--- src/crre_pkg.sv ---
`default_nettype none
package crre_pkg;
    localparam int PC_W = 21;
    localparam int STK_DEPTH = 31;
    localparam int STK_PTR_W = 5;
    localparam logic [4:0] CALL_TOP = 5'h1B;
    localparam logic [15:0] SOFT_RESET_WORD = 16'h00FF;
    localparam logic [14:0] IRET_TOP = 15'h0008;
    localparam logic [7:0] LRET_TOP = 8'h0C;
    localparam logic [PC_W-1:0] PC_RESET = 21'h000000;
    localparam logic [7:0] WREG_RESET = 8'h00;
    localparam logic [4:0] STATUS_RESET = 5'h00;
    localparam logic [3:0] BSR_RESET = 4'h0;
    localparam logic [PC_W-1:0] PC_STEP = 21'h000002;
    typedef enum logic [1:0] {Q1 = 2'b00, Q2 = 2'b01, Q3 = 2'b11, Q4 = 2'b10} crre_phase_e;
endpackage
`default_nettype wire

--- src/crre_stack_if.sv ---
`default_nettype none
interface crre_stack_if;
    import crre_pkg::*;
    logic push;
    logic pop;
    logic clear;
    logic [PC_W-1:0] pushData;
    logic [PC_W-1:0] top;
    modport core (output push, output pop, output clear, output pushData, input top);
    modport stack (input push, input pop, input clear, input pushData, output top);
endinterface
`default_nettype wire

--- src/crre_core.sv ---
`default_nettype none
// Operation
// - top five bits 11011 decode relative call, low 11 bits signed offset
// - relative call pushes PC plus 2 as new stack top
// - relative call then loads PC with PC plus 2 plus 2n
// - relative call is one word, two cycles, target from incremented PC
// - word 00FF is software reset, one cycle
// - software reset restores all master-clear reset values and flags
// - 0010/0011 decode interrupt return, bit 0 selects shadow restore
// - interrupt return pops stack into PC
// - interrupt return sets high or low global enable in pop phase
// - s=1 restores working, status, bank select from shadows
// - s=0 leaves working, status, bank select unchanged
// - 0Ckk decodes literal return loading k into working register
// - literal return loads PC from stack top, latches unchanged
// - push moves previous top one level down
module crre_core
    import crre_pkg::*;
(
    // clock and reset
    input wire logic sys_clk,
    input wire logic rst,
    // instruction fetch
    input wire logic [15:0] instrWord,
    input wire logic [crre_pkg::PC_W-1:0] fetchPc,
    // interrupt priority context
    input wire logic lowPriorityReturn,
    // shadow copies
    input wire logic [7:0] workingShadow,
    input wire logic [4:0] statusShadow,
    input wire logic [3:0] bankSelectShadow,
    // architectural state
    output logic [crre_pkg::PC_W-1:0] pcOut,
    output logic [7:0] workingReg,
    output logic [4:0] statusReg,
    output logic [3:0] bankSelectRegister,
    output logic highPriorityGlobalEnable,
    output logic lowPriorityGlobalEnable,
    output logic [crre_pkg::PC_W-1:0] stackTop,
    // timing
    output logic [1:0] phase,
    output logic refillCycle,
    output logic softResetPulse
);
    crre_stack_if stk ();
    crre_stack u_stack (.sys_clk(sys_clk), .rst(rst), .stk(stk));
    crre_phase_e phase_q, phase_d;
    logic [15:0] ir_q, ir_d;
    logic refill_q, refill_d;
    logic [PC_W-1:0] pc_q, pc_d;
    logic [7:0] w_q, w_d, lit_q, lit_d;
    logic [4:0] st_q, st_d;
    logic [3:0] bsr_q, bsr_d;
    logic high_priority_global_enable_q, high_priority_global_enable_d, low_priority_global_enable_q, low_priority_global_enable_d, srst_q, srst_d;
    logic isCall, isSoftReset, isIret, isLret;
    logic [PC_W-1:0] offset2;
    // ----------------------------------------
    // decode
    // ----------------------------------------
    always_comb begin
        isCall = ir_q[15:11] == CALL_TOP;
        isSoftReset = ir_q == SOFT_RESET_WORD;
        isIret = ir_q[15:1] == IRET_TOP;
        isLret = ir_q[15:8] == LRET_TOP;
        offset2 = {{(PC_W-12){ir_q[10]}}, ir_q[10:0], 1'b0};
    end
    // ----------------------------------------
    // execute
    // ----------------------------------------
    always_comb begin
        phase_d = phase_q;
        unique case (phase_q)
            Q1: phase_d = Q2;
            Q2: phase_d = Q3;
            Q3: phase_d = Q4;
            Q4: phase_d = Q1;
        endcase
        ir_d = ir_q;
        refill_d = refill_q;
        pc_d = pc_q;
        w_d = w_q;
        lit_d = lit_q;
        st_d = st_q;
        bsr_d = bsr_q;
        high_priority_global_enable_d = high_priority_global_enable_q;
        low_priority_global_enable_d = low_priority_global_enable_q;
        srst_d = 1'b0;
        stk.push = 1'b0;
        stk.pop = 1'b0;
        stk.clear = 1'b0;
        stk.pushData = pc_q + PC_STEP;
        if (phase_q == Q4) begin
            ir_d = instrWord;
            pc_d = fetchPc;
            refill_d = 1'b0;
        end
        // the refill cycle only loads the next fetch at Q4; the word it holds is simply dropped
        if (!refill_q) begin
            if (phase_q == Q2 && isCall) begin
                stk.push = 1'b1;
            end
            if (phase_q == Q2 && isLret) begin
                lit_d = ir_q[7:0];
            end
            if (phase_q == Q4) begin
                if (isCall) begin
                    pc_d = pc_q + PC_STEP + offset2;
                    refill_d = 1'b1;
                end else if (isIret) begin
                    stk.pop = 1'b1;
                    pc_d = stk.top;
                    refill_d = 1'b1;
                    if (lowPriorityReturn) low_priority_global_enable_d = 1'b1;
                    else high_priority_global_enable_d = 1'b1;
                    if (ir_q[0]) begin
                        w_d = workingShadow;
                        st_d = statusShadow;
                        bsr_d = bankSelectShadow;
                    end
                end else if (isLret) begin
                    stk.pop = 1'b1;
                    pc_d = stk.top;
                    w_d = lit_q;
                    refill_d = 1'b1;
                end else if (isSoftReset) begin
                    // same values as rst; fetch restarts at reset vector
                    stk.clear = 1'b1;
                    pc_d = PC_RESET;
                    w_d = WREG_RESET;
                    st_d = STATUS_RESET;
                    bsr_d = BSR_RESET;
                    high_priority_global_enable_d = 1'b0;
                    low_priority_global_enable_d = 1'b0;
                    srst_d = 1'b1;
                    lit_d = 8'h00;
                    ir_d = 16'h0000;
                end
            end
        end
    end
    always_ff @(posedge sys_clk) begin
        if (rst) begin
            phase_q <= Q1;
            ir_q <= 16'h0000;
            refill_q <= 1'b0;
            pc_q <= PC_RESET;
            w_q <= WREG_RESET;
            lit_q <= 8'h00;
            st_q <= STATUS_RESET;
            bsr_q <= BSR_RESET;
            high_priority_global_enable_q <= 1'b0;
            low_priority_global_enable_q <= 1'b0;
            srst_q <= 1'b0;
        end else begin
            phase_q <= phase_d;
            ir_q <= ir_d;
            refill_q <= refill_d;
            pc_q <= pc_d;
            w_q <= w_d;
            lit_q <= lit_d;
            st_q <= st_d;
            bsr_q <= bsr_d;
            high_priority_global_enable_q <= high_priority_global_enable_d;
            low_priority_global_enable_q <= low_priority_global_enable_d;
            srst_q <= srst_d;
        end
    end
    always_comb begin
        pcOut = pc_q;
        workingReg = w_q;
        statusReg = st_q;
        bankSelectRegister = bsr_q;
        highPriorityGlobalEnable = high_priority_global_enable_q;
        lowPriorityGlobalEnable = low_priority_global_enable_q;
        stackTop = stk.top;
        phase = phase_q;
        refillCycle = refill_q;
        softResetPulse = srst_q;
    end
    // ----------------------------------------
    // checks
    // ----------------------------------------
    a_call_target: assert property (@(posedge sys_clk) disable iff (rst)
        phase_q == Q4 && !refill_q && isCall |=> pc_q == $past(pc_q) + PC_STEP
        + $past(offset2)) else $error("call target wrong");
    a_call_push: assert property (@(posedge sys_clk) disable iff (rst)
        phase_q == Q2 && !refill_q && isCall |=> ##1 stk.top == $past(pc_q, 2)
        + PC_STEP) else $error("return address wrong");
    a_call_refill: assert property (@(posedge sys_clk) disable iff (rst)
        phase_q == Q4 && !refill_q && isCall |=> refill_q [*4]) else
        $error("no refill cycle");
    a_refill_quiet: assert property (@(posedge sys_clk) disable iff (rst)
        refill_q && phase_q != Q4 |=> $stable(w_q) && $stable(st_q) && $stable(bsr_q))
        else $error("refill cycle acted");
    a_soft_reset: assert property (@(posedge sys_clk) disable iff (rst)
        phase_q == Q4 && !refill_q && isSoftReset |=> pc_q == PC_RESET
        && w_q == WREG_RESET && !high_priority_global_enable_q && !low_priority_global_enable_q && srst_q) else
        $error("soft reset incomplete");
    a_soft_status: assert property (@(posedge sys_clk) disable iff (rst)
        srst_q |-> st_q == STATUS_RESET && bsr_q == BSR_RESET && !refill_q) else
        $error("soft reset flags wrong");
    a_iret_pop: assert property (@(posedge sys_clk) disable iff (rst)
        phase_q == Q4 && !refill_q && isIret |=> pc_q == $past(stk.top)) else
        $error("iret pc wrong");
    a_iret_enable: assert property (@(posedge sys_clk) disable iff (rst)
        phase_q == Q4 && !refill_q && isIret |=> ($past(lowPriorityReturn) ? low_priority_global_enable_q : high_priority_global_enable_q))
        else $error("iret enable missing");
    a_iret_shadow: assert property (@(posedge sys_clk) disable iff (rst)
        phase_q == Q4 && !refill_q && isIret && ir_q[0] |=> w_q == $past(workingShadow)
        && st_q == $past(statusShadow) && bsr_q == $past(bankSelectShadow)) else
        $error("shadow restore wrong");
    a_iret_keep: assert property (@(posedge sys_clk) disable iff (rst)
        phase_q == Q4 && !refill_q && isIret && !ir_q[0] |=> $stable(w_q)
        && $stable(st_q) && $stable(bsr_q)) else $error("registers changed");
    a_lret_literal: assert property (@(posedge sys_clk) disable iff (rst)
        phase_q == Q2 && !refill_q && isLret |=> lit_q == $past(ir_q[7:0])) else
        $error("literal not read");
    a_soft_stack: assert property (@(posedge sys_clk) disable iff (rst)
        srst_q |-> stk.top == PC_RESET) else $error("stack not cleared");
    a_lret_write: assert property (@(posedge sys_clk) disable iff (rst)
        phase_q == Q4 && !refill_q && isLret |=> w_q == $past(ir_q[7:0])
        && pc_q == $past(stk.top)) else $error("literal return wrong");
endmodule
`default_nettype wire

--- src/crre_stack.sv ---
`default_nettype none
module crre_stack
    import crre_pkg::*;
(
    // clock and reset
    input wire logic sys_clk,
    input wire logic rst,
    // core side
    crre_stack_if.stack stk
);
    logic [PC_W-1:0] mem_q [STK_DEPTH];
    logic [PC_W-1:0] mem_d [STK_DEPTH];
    logic [PC_W-1:0] top_q;
    logic [PC_W-1:0] top_d;
    // ----------------------------------------
    // shift stack: entry 0 is the top
    // ----------------------------------------
    always_comb begin
        for (int i = 0; i < STK_DEPTH; i++) begin
            mem_d[i] = mem_q[i];
        end
        if (stk.clear) begin
            for (int i = 0; i < STK_DEPTH; i++) begin
                mem_d[i] = PC_RESET;
            end
        end else if (stk.push) begin
            mem_d[0] = stk.pushData;
            for (int i = 1; i < STK_DEPTH; i++) begin
                mem_d[i] = mem_q[i-1];
            end
        end else if (stk.pop) begin
            for (int i = 0; i < STK_DEPTH - 1; i++) begin
                mem_d[i] = mem_q[i+1];
            end
            mem_d[STK_DEPTH-1] = PC_RESET;
        end
        top_d = mem_d[0];
    end
    always_ff @(posedge sys_clk) begin
        if (rst) begin
            for (int i = 0; i < STK_DEPTH; i++) begin
                mem_q[i] <= PC_RESET;
            end
            top_q <= PC_RESET;
        end else begin
            mem_q <= mem_d;
            top_q <= top_d;
        end
    end
    assign stk.top = top_q;
    a_push_moves_down: assert property (@(posedge sys_clk) disable iff (rst)
        stk.push && !stk.clear |=> mem_q[1] == $past(mem_q[0])) else $error("push lost old top");
endmodule
`default_nettype wire

--- config.mk ---
export PLATFORM = sky130hd
export DESIGN_NAME = crre_core
export DESIGN_NICKNAME = d
export VERILOG_FILES = /design/src/crre_pkg.sv /design/src/crre_stack_if.sv /design/src/crre_core.sv /design/src/crre_stack.sv
export SDC_FILE = /design/constraint.sdc
export NUM_CORES = 2
export LEC_CHECK = 0
export ABC_AREA = 0
export BUFFER_PORTS_ARGS = -buffer_cell sky130_fd_sc_hd__buf_2
export CAP_MARGIN = 20
export CORE_ASPECT_RATIO = 0.9
export CORE_MARGIN = 8
export CORE_UTILIZATION = 51
export DETAILED_ROUTE_END_ITERATION = 8
export PLACE_DENSITY = 0.68
export SKIP_CTS_REPAIR_TIMING = 1
export SLEW_MARGIN = 10
export SYNTH_ARGS = -nofsm -noshare
export SYNTH_HDL_FRONTEND = slang
export SYNTH_HIERARCHICAL = 1
export SYNTH_SLANG_ARGS = --single-unit
--- constraint.sdc ---
create_clock -name sys_clk -period 6.3 [get_ports sys_clk]
set_input_delay 1.26 -clock sys_clk [delete_from_list [all_inputs] [get_ports sys_clk]]
set_output_delay 1.26 -clock sys_clk [all_outputs]
set_load 0.02 [all_outputs]
* After elaboration in Yosys (flattened, before gate mapping)
Cells that the tools add are included.
** Cells by class
- $add $sub $neg :: 2
- $mul :: 0
- Div/mod/pow operators :: 0
- $lt $le $gt $ge :: 0
- Equality and inequality tests :: 11
- Shift operators :: 0
- Muxes and demuxes :: 60
- Bitwise logic cells :: 2
- Reductions and logical operators :: 11
** Operators by type and width (count)
- $mux 651 :: 2
- $mux 21 :: 7
- $mux 16 :: 7
- $mux 8 :: 10
- $mux 1 :: 25
- $add 21x2->21 const B :: 1
- $add 21x21->21 :: 1
- $mux 5 :: 4
- $reduce_and 6->1 :: 3
- $eq 16x8->1 const B :: 1
- $mux 4 :: 4
- $eq 15x4->1 const B :: 1
- $eq 8x4->1 const B :: 1
- $ne 2x2->1 const B :: 4
- $pmux 2 s4 :: 1
- $eq 5x5->1 const B :: 1
- $reduce_and 5->1 :: 1
- $eq 2x2->1 const B :: 2
- $reduce_bool 2->1 :: 2
- $reduce_bool 3->1 :: 1
- $eq 2x1->1 const B :: 1
- $logic_and 1x1->1 :: 2
- $logic_not 2->1 :: 1
- $not 1->1 :: 2
- $reduce_or 2->1 :: 1
** Word-level totals
- Register bits :: 719
- Bits in latches :: 0
- Memory bits (writable) :: 0
- Bits in read-only memories :: 0
- Input port bits :: 57
- Output and inout bits :: 65
- Logic and storage cells :: 128
- Memories kept :: 0

* Longest topological paths before layout
- Depth after elaboration :: 8
- Gate-level depth with buffers :: 15
- Gate-level depth less buffers :: 14

* Modules after synthesis
Netlist, hierarchy kept.
** By module, submodules not included
- crre_stack :: times used 1, cells an instance 2917, area each 30339.1 um2, sequential area each 13032.5 um2
- crre_core :: times used 1, cells an instance 591, area each 4588.2 um2, sequential area each 1361.3 um2

* Least setup slack after synthesis
OpenSTA, ideal clock, no wires.
- Path type :: reg-to-reg
- Start point :: register pc_q[3] (netlist: pcOut[3])
- End point :: register pc_q[20] (netlist: pcOut[20])
- Setup time :: 0.134 ns
- Data arrival time :: 2.906 ns
- Data required time :: 6.166 ns
- Slack :: 3.260 ns
- Stages on the path, launching flop included :: 16
- Buffers on the path :: 1
- Clock period less this slack :: 3.040 ns
- Path through :: dfxtp_1 -> buf_4 -> nand2_1 -> or3_4 -> or2_4 -> inv_1 -> nand2_1 -> xnor2_1 -> ha_1 -> a21o_1 -> a21o_1 -> a21oi_1 -> nor2b_1 -> a211oi_1 -> xnor2_1 -> a21oi_1
** Between the ends
- Word-level cells in the longest chain between the ends :: 5
** Ends and longest elaborated chain
- from (decl) :: line crre_core.sv:50 : logic [PC_W-1:0] pc_q, pc_d;
- from (signal assigned) :: line crre_core.sv:158 : pc_q <= pc_d;
- $add 21x2->21
- via stk.pushData[16] :: line crre_stack_if.sv:7 : logic [PC_W-1:0] pushData;
- $add 21x21->21 :: line crre_core.sv:107 : pc_d = pc_q + PC_STEP + offset2;
- $mux 21 :: line crre_core.sv:106 : if (isCall) begin
- $mux 21 :: line crre_core.sv:105 : if (phase_q == Q4) begin
- $mux 21 :: line crre_core.sv:98 : if (!refill_q) begin
The timed path passes the listed nets, and every way through them passes these cells.
A chain may end at the register's enable or synchronous reset.

* Worst setup path in the final report
- Start point :: register refill_q (netlist: refillCycle)
- End point :: register u_stack/mem_q[264] (netlist bit)
** Between the ends
- Word-level cells in the longest chain between the ends :: 2
- Elaborated cells on any way between the ends :: 6
- Classes of those cells :: mux: 4; reduce/logical: 2
** Ends and longest elaborated chain
- from (decl) :: line crre_core.sv:49 : logic refill_q, refill_d;
- from (signal assigned) :: line crre_core.sv:157 : refill_q <= refill_d;
- $mux 1 (on tied branches)
- $mux 651, or another cell as far along :: line crre_stack.sv:26 : end else if (stk.push) begin
- to (signal assigned) :: line crre_stack.sv:46 : mem_q <= mem_d;
- to (decl) :: line crre_stack.sv:11 : logic [PC_W-1:0] mem_q [STK_DEPTH];
Parallel ways exist; a longest one is shown, timed or not.

==> flow_metrics.py <==
metrics = {
    "power_and_ir_drop": {
        "power.share.combinational_pct": 2.8,
        "p_int_mw": 7.26,
        "clockPowerShare_pct": 48.2,
        "switching_power_mw": 2.08,
        "power.total_mw": 9.34,
        "total_leakage_power_nw": 12.7,
        "p_seq_share_pct": 49.0,
        "cellPowerDensity_nw_per_um2": 249,
        "switching_share_pct": 22.3,
        "ir_drop_uv": 214,
    },
    "global_route": {
        "grt_max_degree": 281,
        "grt_antenna_before_repair": 2,
        "grt_first_pass_wirelength_mm": 117,
        "grt_overflow": 0,
        "grt_pass1_vias": 23200,
        "grtUsageTotal_pct": 16.9,
    },
    "synth": {
        "synth_mux_area_share_pct": 18.7,
        "synth_top_area_cell": "dfxtp_1",
        "synth-adder-area-share_pct": 0.845,
        "synth_top_area_share_pct": 41.2,
        "ys_ff_latch": 719,
        "syn_nets": 3588,
        "synthSimpleGateAreaFrac_pct": 15.0,
        "yosysWarnings": 6,
        "synth_xor_area_share_pct": 0.899,
        "syn_area_um2": 34900,
        "syn_avg_cell_area_um2": 9.96,
        "synth_compound_area_share_pct": 17.1,
        "synth-edff-count": 0,
        "ys.flop_type": "dfxtp_1",
        "synth_area_leaders": "dfxtp_1, mux2i_1, a211oi_1",
        "synth_cell_type_count": 62,
        "synth_cells": 3508,
        "async_flop_share_pct": 0,
        "synth_top_family_by_area": "multiplexers",
        "ys_seq_area_share_pct": 41.2,
    },
    "detailed_routing": {
        "routedWlPerCell_um": 15.9,
        "wirelength_mm": 69.0,
        "vias": 24500,
        "drt_iter0_drc": 1712,
        "vias_per_cell": 5.65,
        "drc": 0,
        "detail-route-antenna-nets": 0,
        "drtPass1Iterations": 5,
    },
    "timing": {
        "final.setup.tns_ps": 0,
        "slew_headroom_pct": 28.8,
        "holdWs_ps": 447,
        "min_period_ps": 3800,
        "final_hold_viol_count": 0,
        "final_max_slew_viol_count": 0,
        "worst_pin_slew_ps": 1070,
        "setup_viol": 0,
        "fin_skew_ps": 23.5,
        "rsz0062_at_grt": "no",
        "fmax_ghz": 0.263,
        "fin_crit_sh_pct": 60.2,
    },
    "critical_path": {
        "cp.buffers_inverters": 3,
        "startpoint": "refillCycle",
        "cp.depth": 8,
        "rr_worst_depth": 8,
        "arrival_ps": 4250,
        "critical_path_class": "reg -> reg",
        "r2r-start": "refillCycle",
        "critPathTopFamily": "simple AND/OR/NAND/NOR gates",
        "worstPathRequired_ps": 6760,
        "start_kind": "flip-flop",
        "cp_max_fo": 139,
        "endpoint_kind": "flip-flop",
        "critical_path.cell_chain": "inv_1 -> nand2_1 -> nor2_1 -> nand2_1 -> inv_1 -> or2_4 -> buf_12 -> a211oi_1",
        "slowest_stage": "or2_4",
        "max_stage_delay_ps": 630,
    },
    "clock_network": {
        "cts_inserted_buffers": 77,
        "clkSinkCount": 719,
        "cts_tree": "built",
        "cts.path.max_buffers": 3,
        "clockRootBuffer": "clkbuf_16",
        "h-tree-depth": 3,
        "clk_pin_slew_ps": 60,
        "clkLatencyLatePin_ps": 620,
    },
    "cells_and_area": {
        "final_common_cell": "dfxtp_1",
        "drive_gt1_share_pct": 8.80,
        "area_delta_synth_final_pct": 7.52,
        "seq_area_um2": 14400,
        "final_cell_mix": "dfxtp_1, a211oi_1, mux2i_1",
        "fin_nets": 3474,
        "multiInputGateArea_um2": 18400,
        "nFillCells": 6113,
    },
    "worst_hold_path": {
        "hp-class": "reg -> reg",
        "hold_depth": 2,
        "min-delay-start": "bankSelectRegister[2]",
    },
    "die": {
        "dieHeight_um": 264,
        "core-area_um2": 68200,
        "ios": 122,
        "die_area_um2": 77100,
        "start_util_pct": 51.2,
        "row_count": 91,
        "die_x_um": 292,
    },
    "placement": {
        "io_buffers": 121,
        "gpl.final_weighted_congestion": 0.861,
        "dpl.hpwl_mm": 38.0,
    },
    "outcome": {
        "status": "finished clean",
    },
    "job": {
        "drv_cap": 0,
    },
}
## power groups by stage
stage          logic (mW)  clock network (mW)  registers [mW]
2_1_floorplan       0.184                   0            4.68
3_3_place_gp        0.260                   0            4.68
3_5_place_dp        0.259                   0            4.68
4_1_cts             0.260                4.63            4.58
5_1_grt             0.283                4.82            4.58
6_report            0.259                4.50            4.58
## stage by stage
step                      cells  setup WS, ps  util [%]  cell area (µm²)
after detailed placement   4198          2630      51.3            35000
after CTS                  4339          2630      55.1            37500
after global routing       4341          2200      55.1            37600
after global placement     4198          2650      51.3            35000
after floorplan            3508          3260         -            34900
final                      4341          2500      55.1            37600
## worst paths after layout
path | end | slack [ps]
worst max-delay path | u_stack/mem_q[264] | 2500
worst min-delay path | bankSelectRegister[2] | 450
worst max register to register | u_stack/mem_q[264] | 2500
worst min register to register | bankSelectRegister[2] | 450
## layout make-up
cell class | count | area share [%]
multi-input cells | 2431 | 49.0
diodes | 2 | 0.0133
inverters | 10 | 0.120
well taps | 883 | 2.94
clock buffers | 122 | 6.25
flip-flops and latches | 719 | 38.3
clock inverters | 19 | 0.523
repair buffers | 155 | 2.86
## synth_stat cells, types with 4 or more instances
cell,instances
ha_1,22
buf_12,4
clkbuf_1,156
buf_2,103
o21ai_0,25
dfxtp_1,719
nand4_1,7
inv_1,9
a211oi_2,4
a22oi_1,10
nor3b_1,4
a21oi_1,87
nor2b_1,634
nand2_1,110
buf_4,39
a221o_1,7
nand2b_1,5
buf_8,40
a211oi_1,657
a21o_1,11
mux2i_1,649
o311ai_0,4
nand3_1,21
xnor2_1,19
xor2_1,15
o21bai_1,4
nor3_1,13
or3b_1,20
nor2_1,57
## sequential cells by signal, indices dropped and copies added (netlist names), 2 cells and up
name and flops:
u_stack/mem_q 630, pcOut 21, u_stack/stk.top 21, ir_q 16, lit_q 8, workingReg 8, statusReg 5, bankSelectRegister 4
phase 2
## layer usage
metal	vias up	wire, µm	GRT usage [%]
met3	124	2430	3.13
met1	11600	35300	24.3
met2	288	29600	25.6
met4	0	1650	4.87
li1	12500	-	-
met5	-	0	0
## worst min-delay path, delay by kind of cell, from the launching register on
kind | cells | cell delay, ps
flops | 1 | 300
compound gates | 1 | 50
simple gates | 1 | 50
## cells by family after synthesis
| group | count (synthesis) |
|---|---|
| AOI/OAI and AO/OA | 827 |
| xor gates and xnor gates | 35 |
| adders and majority gates | 23 |
| buffers and inverters | 358 |
| DFF | 719 |
| muxes | 652 |
| and+or+nand+nor | 894 |
No activity file was read; power rests on OpenSTA's default activity.
